## config.mk

```make
export PLATFORM = sky130hd
export DESIGN_NAME = uhs_host
export DESIGN_NICKNAME = d
export VERILOG_FILES = /design/src/uhs_pkg.sv /design/src/uhs_host.sv
export SDC_FILE = /design/constraint.sdc
export NUM_CORES = 1
export LEC_CHECK = 0
export BUFFER_PORTS_ARGS = -buffer_cell sky130_fd_sc_hd__buf_4
export CORE_ASPECT_RATIO = 1.75
export CORE_MARGIN = 5
export CORE_UTILIZATION = 50
export DETAILED_ROUTE_END_ITERATION = 7
export PLACE_DENSITY = 0.7
export SLEW_MARGIN = 15
export SYNTH_ARGS = -nofsm -noshare
export SYNTH_HDL_FRONTEND = slang
export SYNTH_SLANG_ARGS = --single-unit
```

## constraint.sdc

```tcl
create_clock -name clk_in -period 2.2 [get_ports clk_in]
set_clock_uncertainty 0.1 [all_clocks]
set_input_delay 0 -clock clk_in [delete_from_list [all_inputs] [get_ports clk_in]]
set_output_delay 0 -clock clk_in [all_outputs]
set_load 0.02 [all_outputs]
```

## src/uhs_pkg.sv

```systemverilog
/*
 Shared constants and carrier types for the host-side request handshake
 controller of a two-wire serial link to a radio module.
 Assumes a 40 MHz system clock and 8N1 framing at a fixed baud rate.
*/
package uhs_pkg;
   // ==========================================================
   // Handshake bytes
   localparam logic [7:0] REQ_BYTE  = 8'hC0;
   localparam logic [7:0] ACK_BYTE  = 8'h88;
   localparam logic       LINE_IDLE = 1'h1;

   // ==========================================================
   // Timing
   localparam int unsigned CLK_HZ     = 40_000_000;
   localparam int unsigned BAUD       = 115_200;
   localparam int unsigned BIT_CYC    = CLK_HZ / BAUD;
   localparam int unsigned BIT_W      = 9;
   localparam logic [8:0]  BIT_LAST   = 9'(BIT_CYC - 1);
   localparam logic [8:0]  BIT_HALF   = 9'(BIT_CYC / 2);
   localparam logic [3:0]  FRAME_LAST = 4'h9;
   localparam int unsigned ACK_TMO_US  = 10_000;
   localparam int unsigned ACK_TMO_CYC = ACK_TMO_US * (CLK_HZ / 1_000_000);
   localparam int unsigned TMO_W       = 20;

   // ==========================================================
   // Buffer shape
   localparam int unsigned FIFO_W = 9;
   localparam int unsigned FIFO_D = 8;

   // ==========================================================
   // Types
   typedef enum logic [2:0] {
      TX_IDLE,
      TX_SENDING_REQUEST,
      TX_AWAIT_ACK,
      TX_PACKET_AS_ACK,
      TX_ACTIVE
   } uhs_state_t;

   typedef struct packed {
      logic       last;
      logic [7:0] data;
   } uhs_word_t;

   typedef struct packed {
      logic       valid;
      logic [7:0] data;
      logic       done;
   } uhs_rx_t;
endpackage

```

## src/uhs_host.sv

```systemverilog
/*
 Host side of the request/acknowledge handshake on a two-wire serial
 link: a parameterised word FIFO and the top module uhs_host.
 Assumes rx_in is already synchronous to clk_in and idles high.
*/
`timescale 1ns/1ps

// ==========================================================
// Word FIFO with registered flags
module uhs_fifo #(
   parameter int unsigned W = 9,
   parameter int unsigned D = 8
) (
   // Clock and reset
   input  wire logic         clk_in,
   input  wire logic         arst_n_in,
   // Fill side
   input  wire logic         in_valid_in,
   input  wire logic [W-1:0] in_data_in,
   output logic              in_ready_out,
   // Drain side
   output logic              out_valid_out,
   output logic [W-1:0]      out_data_out,
   input  wire logic         out_ready_in
);
   localparam int unsigned AW = (D > 1) ? $clog2(D) : 1;
   localparam int unsigned CW = $clog2(D + 1);

   typedef struct packed {
      logic [D-1:0][W-1:0] mem;
      logic [AW-1:0]       wr;
      logic [AW-1:0]       rd;
      logic [CW-1:0]       cnt;
      logic                in_rdy;
      logic                out_vld;
   } uhs_fifo_st_t;

   uhs_fifo_st_t s;
   uhs_fifo_st_t next_s;

   function automatic logic [AW-1:0] bump(input logic [AW-1:0] p);
      bump = (p == AW'(D - 1)) ? '0 : AW'(p + 1'b1);
   endfunction

   always_comb begin
      logic push;
      logic pop;
      push   = in_valid_in && s.in_rdy;
      pop    = out_ready_in && s.out_vld;
      next_s = s;
      if (push) begin
         next_s.mem[s.wr] = in_data_in;
         next_s.wr        = bump(s.wr);
      end
      if (pop) begin
         next_s.rd = bump(s.rd);
      end
      if (push && !pop) begin
         next_s.cnt = CW'(s.cnt + 1'b1);
      end else if (pop && !push) begin
         next_s.cnt = CW'(s.cnt - 1'b1);
      end
      next_s.in_rdy  = next_s.cnt != CW'(D);
      next_s.out_vld = next_s.cnt != '0;
   end

   always_ff @(posedge clk_in or negedge arst_n_in) begin
      if (!arst_n_in) begin
         s        <= '0;
         s.in_rdy <= 1'b1;
      end else begin
         s <= next_s;
      end
   end

   assign in_ready_out  = s.in_rdy;
   assign out_valid_out = s.out_vld;
   assign out_data_out  = s.mem[s.rd];
endmodule

// ==========================================================
// Host handshake controller
module uhs_host #(
   parameter int unsigned ACK_TMO_CYC = uhs_pkg::ACK_TMO_CYC
) (
   // Clock and reset
   input  wire logic               clk_in,
   input  wire logic               arst_n_in,
   // Serial link
   output logic                    tx_out,
   input  wire logic               rx_in,
   // Outgoing packet bytes
   input  wire logic               pkt_valid_in,
   input  wire uhs_pkg::uhs_word_t pkt_word_in,
   output logic                    pkt_ready_out,
   // Reception for the upper layer
   input  wire logic               rx_arm_in,
   input  wire logic [7:0]         rx_len_in,
   output uhs_pkg::uhs_rx_t        rx_out,
   // Status
   output uhs_pkg::uhs_state_t     state_out,
   output logic                    tmo_flag_out,
   input  wire logic               tmo_clr_in
);
   import uhs_pkg::*;

   localparam logic [TMO_W-1:0] TMO_LAST = TMO_W'(ACK_TMO_CYC - 1);

   typedef struct packed {
      uhs_state_t       st;
      logic             tx_line;
      logic             tx_busy;
      logic [8:0]       tx_sh;
      logic [3:0]       tx_bits;
      logic [8:0]       tx_cyc;
      logic             tx_last;
      logic [TMO_W-1:0] tmo;
      logic             tmo_flag;
      logic             rx_pkt;
      logic             rx_busy;
      logic [7:0]       rx_sh;
      logic [3:0]       rx_bits;
      logic [8:0]       rx_cyc;
      logic [7:0]       rx_left;
      uhs_rx_t          rx;
      logic             pop;
   } uhs_host_st_t;

   uhs_host_st_t s;
   uhs_host_st_t next_s;
   logic         fifo_vld;
   uhs_word_t    fifo_word;

   // Data bits plus stop bit; the start bit goes out at load time
   function automatic logic [8:0] tx_frame(input logic [7:0] b);
      tx_frame = {LINE_IDLE, b};
   endfunction

   uhs_fifo #(
      .W (FIFO_W),
      .D (FIFO_D)
   ) u_fifo (
      .clk_in        (clk_in),
      .arst_n_in     (arst_n_in),
      .in_valid_in   (pkt_valid_in),
      .in_data_in    (pkt_word_in),
      .in_ready_out  (pkt_ready_out),
      .out_valid_out (fifo_vld),
      .out_data_out  (fifo_word),
      .out_ready_in  (s.pop)
   );

   // ==========================================================
   // Next state
   logic tx_end;
   logic rx_byte;
   logic is_ack;

   always_comb begin
      next_s          = s;
      next_s.rx.valid = 1'b0;
      next_s.rx.done  = 1'b0;
      next_s.pop      = 1'b0;
      tx_end  = s.tx_busy && s.tx_cyc == BIT_LAST && s.tx_bits == FRAME_LAST;
      rx_byte = 1'b0;

      // Transmit shifter
      if (s.tx_busy) begin
         if (s.tx_cyc == BIT_LAST) begin
            next_s.tx_cyc = '0;
            if (s.tx_bits == FRAME_LAST) begin
               next_s.tx_busy = 1'b0;
            end else begin
               next_s.tx_bits = 4'(s.tx_bits + 1'b1);
               next_s.tx_line = s.tx_sh[0];
               next_s.tx_sh   = {LINE_IDLE, s.tx_sh[8:1]};
            end
         end else begin
            next_s.tx_cyc = 9'(s.tx_cyc + 1'b1);
         end
      end

      // Receive shifter, sampled mid-bit
      if (!s.rx_busy) begin
         if (!rx_in) begin
            next_s.rx_busy = 1'b1;
            next_s.rx_cyc  = BIT_HALF;
            next_s.rx_bits = '0;
         end
      end else if (s.rx_cyc == BIT_LAST) begin
         next_s.rx_cyc  = '0;
         next_s.rx_bits = 4'(s.rx_bits + 1'b1);
         if (s.rx_bits == '0) begin
            next_s.rx_busy = !rx_in;
         end else if (s.rx_bits == FRAME_LAST) begin
            next_s.rx_busy = 1'b0;
            rx_byte        = rx_in;
         end else begin
            next_s.rx_sh = {rx_in, s.rx_sh[7:1]};
         end
      end else begin
         next_s.rx_cyc = 9'(s.rx_cyc + 1'b1);
      end
      is_ack = rx_byte && s.rx_sh == ACK_BYTE && s.st == TX_AWAIT_ACK;

      // Byte collection for the upper layer
      if (rx_byte && !is_ack && s.rx_left != '0) begin
         next_s.rx.valid = 1'b1;
         next_s.rx.data  = s.rx_sh;
         next_s.rx_left  = 8'(s.rx_left - 1'b1);
         next_s.rx.done  = s.rx_left == 8'h01;
      end
      if (rx_arm_in) begin
         next_s.rx_left = rx_len_in;
      end

      // Sticky timeout flag, a new timeout beats a clear
      if (tmo_clr_in) begin
         next_s.tmo_flag = 1'b0;
      end

      // Handshake driver; reception feeds it the acknowledge cue and any other byte received while a request is pending as a packet-as-acknowledge cue
      unique case (s.st)
         TX_IDLE: begin
            if (fifo_vld && !s.tx_busy) begin
               next_s.st      = TX_SENDING_REQUEST;
               next_s.tx_busy = 1'b1;
               next_s.tx_line = 1'b0;
               next_s.tx_sh   = tx_frame(REQ_BYTE);
               next_s.tx_bits = '0;
               next_s.tx_cyc  = '0;
               next_s.rx_pkt  = 1'b0;
            end
         end
         TX_SENDING_REQUEST: begin
            if (rx_byte) begin
               next_s.rx_pkt = 1'b1;
            end
            if (tx_end) begin
               next_s.tmo = '0;
               next_s.st  = (s.rx_pkt || rx_byte) ? TX_PACKET_AS_ACK
                                                  : TX_AWAIT_ACK;
            end
         end
         TX_AWAIT_ACK: begin
            if (is_ack) begin
               next_s.st = TX_ACTIVE;
            end else if (rx_byte) begin
               next_s.st = TX_PACKET_AS_ACK;
            end else if (s.tmo == TMO_LAST) begin
               next_s.st       = TX_SENDING_REQUEST;
               next_s.tmo_flag = 1'b1;
               next_s.tx_busy  = 1'b1;
               next_s.tx_line  = 1'b0;
               next_s.tx_sh    = tx_frame(REQ_BYTE);
               next_s.tx_bits  = '0;
               next_s.tx_cyc   = '0;
               next_s.rx_pkt   = 1'b0;
            end else begin
               next_s.tmo = TMO_W'(s.tmo + 1'b1);
            end
         end
         TX_PACKET_AS_ACK: begin
            next_s.st = TX_ACTIVE;
         end
         TX_ACTIVE: begin
            if (tx_end && s.tx_last) begin
               next_s.st = TX_IDLE;
            end else if (!s.tx_busy && !s.pop && fifo_vld) begin
               next_s.pop     = 1'b1;
               next_s.tx_busy = 1'b1;
               next_s.tx_line = 1'b0;
               next_s.tx_sh   = tx_frame(fifo_word.data);
               next_s.tx_bits = '0;
               next_s.tx_cyc  = '0;
               next_s.tx_last = fifo_word.last;
            end
         end
      endcase
   end

   always_ff @(posedge clk_in or negedge arst_n_in) begin
      if (!arst_n_in) begin
         s         <= '0;
         s.tx_line <= LINE_IDLE;
         s.tx_sh   <= '1;
      end else begin
         s <= next_s;
      end
   end

   assign tx_out       = s.tx_line;
   assign rx_out       = s.rx;
   assign state_out    = s.st;
   assign tmo_flag_out = s.tmo_flag;
endmodule

```

==> out/qor.txt, run 1 <==
f_max -> 431 MHz
CTS tree -> built
GR Util All Layers -> 21.3%
I/O pins -> 39
Slew Limit Headroom -> 49.0%
Mapped Area -> 8660 µm²
Post-Synth Adder-Cell Area -> 2.75%
failing checks -> negative hold slack, negative setup slack
worst-margin pin slew -> 0.765 ns
RSZ-0062 raised after global routing -> yes
Peak supply drop -> 0.000737 V
Final Cycle Share -> 106%
Die ar. -> 20200 µm²
pwr/cell area -> 909 nW/µm²
CTS H-tree lvls -> 4
data required time at the worst endpoint -> 2.44 ns
Critical Path Fanout Max -> 4
status -> finished with violations
Tmin final -> 2.32 ns
TritonCTS buffer count -> 17
Avg WL per Cell -> 18.2 µm
Buf/Inv on CP -> 0
DP Wirelength -> 13600 µm
gpl congestion -> 0.881
Yosys reg bits -> 175
chip width -> 109 µm
Largest delay share family, worst path -> simple AND/OR/NAND/NOR gates
max_cap viols -> 0
# DRC -> 0
Post-Route WL -> 20100 µm
Synth area leader -> dfrtp_1
post-DR vias/cell -> 5.81
post-synth top area share -> 47.4%
Die Y -> 184 µm
clock slew at reported path FFs -> 0.07 ns
Unique masters post-synth -> 61
PnR worst setup slack -> -0.121 ns
vias in the first global route -> 6926
largest net degree at the start of global routing -> 69
number of I/O port buffers -> 38
post-place setup slack -> -0.292 ns
crit path cell chain -> or4b_4 > or4_4 > a41oi_4 > nor2_4 > or3b_4
synth top area cells -> dfrtp_1 47%, mux2_2 12%, mux4_2 4.7%, dfstp_2 3.3%, mux2i_1 3.0%
Final setup viols -> 19
Final Max Tran Viols -> 0
Site Rows -> 63
sequential area share after synthesis -> 50.7%
Post-Synth Simple-Gate Area -> 13.5%
Root Driver -> clkbuf_16
Critical Path AT -> 2.56 ns
Final #Nets -> 905
startpoint types -> flop
leakage power figure -> 4.66 nW
main combinational cell family by area after synthesis -> multiplexers
diode count -> 0
Clock Sink Count -> 175
layout cells sized above 1 -> 36.2%
WS Path Type -> reg2reg
commonest non-fill, non-tap cell in the layout -> dfrtp_1
drt pass-1 iters -> 5
yosys warns -> 0
Fin. Hold Viols -> 3
Area Overhead vs Synth -> 25.1%
Detail Route Antenna Nets -> 0
Compound-Gate Fraction of Synth Area -> 7.18%
Core ar. -> 17000 µm²
worst min-delay path category -> in2async
via count -> 6404
EDFF count, synth -> 0
Synth async-reset ratio -> 100%
first-pass GRT wire length -> 33700 µm
CP peak stage delay -> 0.56 ns
synthesized area per cell -> 11.7 µm²
Post-Synthesis Cells -> 742
ys flop type -> dfrtp_1
global route overflow -> 0
hold_ws -> -0.00445 ns
Longest Clk Path Bufs -> 2
slowest cell on the critical path -> or4b_4
drt first-iter violations -> 259
Critical Path Sink Type -> flop
commonest cells after routing, fill and taps aside -> 164 x dfrtp_1, 98 x buf_4, 95 x mux2_2, 41 x nand2_1, 38 x nor2_1
initial antenna violation count -> 0
Worst-Skew Late Latency -> 0.43 ns
net count after synthesis -> 784
Synth Area in XOR/XNOR -> 2.23%
Initial Util -> 50.9%
mux share of post-synthesis cell area -> 20.0%
metal layers:
metal  track usage, %  part of all wire (%)
met5                0                     0
met1             23.4                    37
met3             3.62                   2.8
met4             8.14                   2.4
met2             39.7                    58
report_power, final:
group / internal [mW] / switching (mW) / total (mW)
clock network: 1.62 / 1.36 / 2.98
registers: 4.07 / 0.540 / 4.61
logic: 1.35 / 0.907 / 2.26
total: 7.04 / 2.81 / 9.84
final timing paths:
path,start,end,slack [ns],cells past startpoint
max,s[26]$_DFFE_PN0P_,s[85]$_DFF_PN1_,-0.12,5
min in group clk_in,tmo_clr_in,tmo_flag_out$_DFF_PN0_,0.25,3
min,arst_n_in,rx_out[5]$_DFFE_PN0P_,-0.004,2
max in group asynchronous,arst_n_in,tx_out$_DFF_PN1_,1.17,3
min reg2reg,u_fifo.s[66]$_DFFE_PN0P_,u_fifo.s[66]$_DFFE_PN0P_,0.41,1
max reg2reg,s[26]$_DFFE_PN0P_,s[85]$_DFF_PN1_,-0.12,5
state kept, by name, indices dropped and copies added (netlist names):
register and cells:
state_out 3, u_fifo.out_valid_out 1, tx_out 1, u_fifo.s 82, u_fifo.in_ready_out 1, rx_out 10, tmo_flag_out 1, s 76
area by class of cell:
| cell class | count | area, µm² |
|---|---|---|
| Clock inverter | 15 | 169 |
| Multi-Input combinational cell | 501 | 4250 |
| Sequential cell | 175 | 4390 |
| Clock buffer | 17 | 425 |
| Tap cell | 227 | 284 |
| Fill cell | 1319 | 6200 |
| Timing Repair Buffer | 139 | 1200 |
| Inverter | 29 | 109 |
logic make-up after synthesis:
family                   count (synthesis)
AND/OR/NAND/NOR                        221
flip-flops                             175
multiplexers                           139
AO/OA/AOI/OAI                           98
buffers and inverters                   68
XOR/XNOR                                22
adder cells (fa/ha/maj)                 19
worst register-to-register path, cell delays in order (launching register included):
cell,delay [ns]
dfrtp_1,0.38
or4b_4,0.56
or4_4,0.49
a41oi_4,0.27
nor2_4,0.07
or3b_4,0.38
cells in the mapped netlist, types with 4 or more instances:
master,n
dfstp_2,11
clkbuf_1,23
inv_1,29
nor2_1,48
mux4_2,18
ha_1,19
dfrtp_1,164
xnor2_1,10
mux2_2,95
nor4_1,5
and3_1,6
nand4_1,14
buf_4,13
xor2_1,12
mux2i_1,26
o211ai_1,4
or3_1,9
nand2_1,44
nor3_1,16
nand3_1,33
nand2b_1,12
o21ai_0,31
a31oi_1,10
o22ai_1,8
a21oi_1,19
stage by stage:
step / cells / TNS [ns] / instance area [µm²] / utilization (%) / total power, mW
after global routing: 1103 / -3.34 / 10800 / 63.6 / 10.4
after global placement: 1023 / -1.48 / 9490 / 55.7 / 6.62
final: 1103 / -1.02 / 10800 / 63.6 / 9.84
after detailed placement: 1023 / -4.72 / 9490 / 55.7 / 6.83
after floorplan: 742 / -0.199 / 8680 / - / 6.05
after CTS: 1090 / -0.313 / 10500 / 61.5 / 9.92
repair_timing:
item                       in CTS  in global routing
hold buffers                   29                  0
setup endpoints to repair      50                 71
hold endpoints to repair      256                  0
pin swaps                       7                 20
resized for setup              12                 60
cloned                          0                  3
setup buffers                   7                 10
No activity file was read; power rests on OpenSTA's default activity.
==> run 2, diff against run 1 <==
REMOVE_ABC_BUFFERS = 1   (was unset)
==> out/qor.txt, run 2 (same netlist as run 1, synthesis figures left out) <==
status -> finished with violations
failing checks -> negative setup slack
Final #Nets -> 904 (-0.11%)
Detail Route Antenna Nets -> 0 (unchanged)
clock slew at reported path FFs -> 0.07 ns (about the same)
Tmin final -> 2.24 ns (-0.0783 ns)
Most flops, register -> u_fifo.s
Clock Sink Count -> 175 (unchanged)
worst min-delay path category -> in2async
Critical R2R Launch -> s[24]$_DFFE_PN0P_
WS Path Type -> reg2reg
post-DR vias/cell -> 5.67 (-2.4%)
data required time at the worst endpoint -> 2.44 ns (about the same)
Area Overhead vs Synth -> 23.5%
layout cells sized above 1 -> 34.6% (-1.6 points)
Peak supply drop -> 0.000828 V (+12%)
Slew Limit Headroom -> 50.4% (+1.4 points)
worst-margin pin slew -> 0.745 ns (-0.0207 ns)
RSZ-0062 raised after global routing -> yes
initial antenna violation count -> 0 (unchanged)
R2R setup slack -> -0.04 ns (+0.08 ns)
Critical Path Sink Type -> flop
Site Rows -> 63 (unchanged)
Avg WL per Cell -> 17.7 µm (-2.7%)
f_max -> 446 MHz (+3.5%)
Post-Route WL -> 19500 µm (-2.8%)
via count -> 6246 (-2.5%)
diode count -> 0 (unchanged)
Final Cycle Share -> 102% (-3.6 points)
drt first-iter violations -> 231 (-11%)
chip width -> 109 µm (unchanged)
Multi-input gate area -> 4120 µm² (-3.0%)
Die ar. -> 20200 µm² (unchanged)
# DRC -> 0 (unchanged)
placed instance area -> 9520 µm² (+0.41%)
Reg area -> 4390 µm² (unchanged)
Fin. Hold Viols -> 0 (-3)
TritonCTS buffer count -> 17 (unchanged)
Initial Util -> 50.9% (unchanged)
Root Driver -> clkbuf_16
global route overflow -> 0 (unchanged)
Core ar. -> 17000 µm² (unchanged)
gpl congestion -> 0.958 (+8.7%)
CTS tree -> built
startpoint types -> flop
setup tns final -> -0.165 ns (+0.860 ns)
Longest Clk Path Bufs -> 2 (unchanged)
Critical Path Fanout Max -> 4 (unchanged)
drt pass-1 iters -> 7 (+2)
largest net degree at the start of global routing -> 63 (-8.7%)
CTS H-tree lvls -> 4 (unchanged)
commonest cells after routing, fill and taps aside -> 164 x dfrtp_1, 99 x buf_4, 95 x mux2_2, 41 x nand2_1, 39 x nor2_1
fillcell total -> 1365 (+3.5%)
leakage power figure -> 4.64 nW (-0.54%)
Crit. Startpoint -> s[24]$_DFFE_PN0P_
Critical Path AT -> 2.48 ns (-0.08 ns)
number of I/O port buffers -> 38 (unchanged)
max_cap viols -> 0 (unchanged)
Final Max Tran Viols -> 0 (unchanged)
PnR worst setup slack -> -0.0430 ns (+0.0783 ns)
I/O pins -> 39 (unchanged)
final core occ -> 62.8% (-0.79 points)
total power draw -> 9.95 mW (+1.1%)
fin area -> 10700 µm² (-1.2%)
commonest non-fill, non-tap cell in the layout -> dfrtp_1
first-pass GRT wire length -> 33000 µm (-1.9%)
GR Util All Layers -> 20.9% (-0.39 points)
pwr/cell area -> 930 nW/µm² (+2.4%)
Die Y -> 184 µm (unchanged)
max reg flops -> 82 (unchanged)
Worst-Skew Late Latency -> 0.43 ns (about the same)
vias in the first global route -> 6809 (-1.7%)
r2r worst-path depth -> 6 (+1)
DP Wirelength -> 13600 µm (about the same)
Final setup viols -> 13 (-6)
## run 2: metrics by stage
stage | hold slack [ns] | worst slack (ns) | std cells
after CTS | 0.0359 | -0.166 | 1094
after global placement | -0.0972 | -0.0908 | 1030
after detailed placement | -0.0861 | -0.165 | 1030
final | 0.0167 | -0.0430 | 1102
after floorplan | -0.396 | -0.764 | 703
after global routing | 0.0561 | -0.116 | 1102
## run 2: final timing paths
| kind | endpoint |
|---|---|
| setup / recovery | s[65]$_DFF_PN0_ |
| hold / removal | rx_out[1]$_DFFE_PN0P_ |
| setup reg to reg | s[65]$_DFF_PN0_ |
| hold reg to reg | u_fifo.s[58]$_DFFE_PN0P_ |
| max in group asynchronous | s[22]$_DFFE_PN0P_ |
| min in group clk_in | tmo_flag_out$_DFF_PN0_ |
## run 2: power by group
| group | switching (mW) | total [mW] | internal [mW] |
|---|---|---|---|
| Sequential | 0.529 | 4.60 | 4.07 |
| Combinational | 0.899 | 2.24 | 1.34 |
| Clock | 1.36 | 3.11 | 1.75 |
| Total | 2.79 | 9.95 | 7.16 |
## run 2: cell type report
cell class	instances	area share, %
flip-flops and latches	175	41.1
clock buffers	18	4.11
well taps	227	2.66
inverters	29	1.02
repair buffers	140	11.0
clock inverters	14	1.58
multi-input cells	499	38.5
## run 2: critical path: stages (launching register included)
cell and delay, ns:
dfrtp_1 0.39, or4b_4 0.55, or4_4 0.49, a41oi_4 0.18, buf_6 0.14, o21ai_4 0.07, a211oi_1 0.23
## run 2: repair_timing
item / in CTS / in global routing
hold buffers: 29 / 0
gates resized for setup: 11 / 36
setup endpoints to repair: 53 / 66
buffers inserted: 3 / 7
cloned: 0 / 1
pin swaps: 3 / 17
endpoints found under the hold margin: 239 / 0
## run 2: routing by layer
metal  global-route usage, %  share of wire [%]  vias up  wire [µm]
met5                       0                  0        -          0
met1                    23.0                 38     3201       7470
met3                    4.39                2.6       31        503
met2                    38.7                 57       92      11100
li1                        -                  -     2922          -
met4                    7.44                2.0        0        382
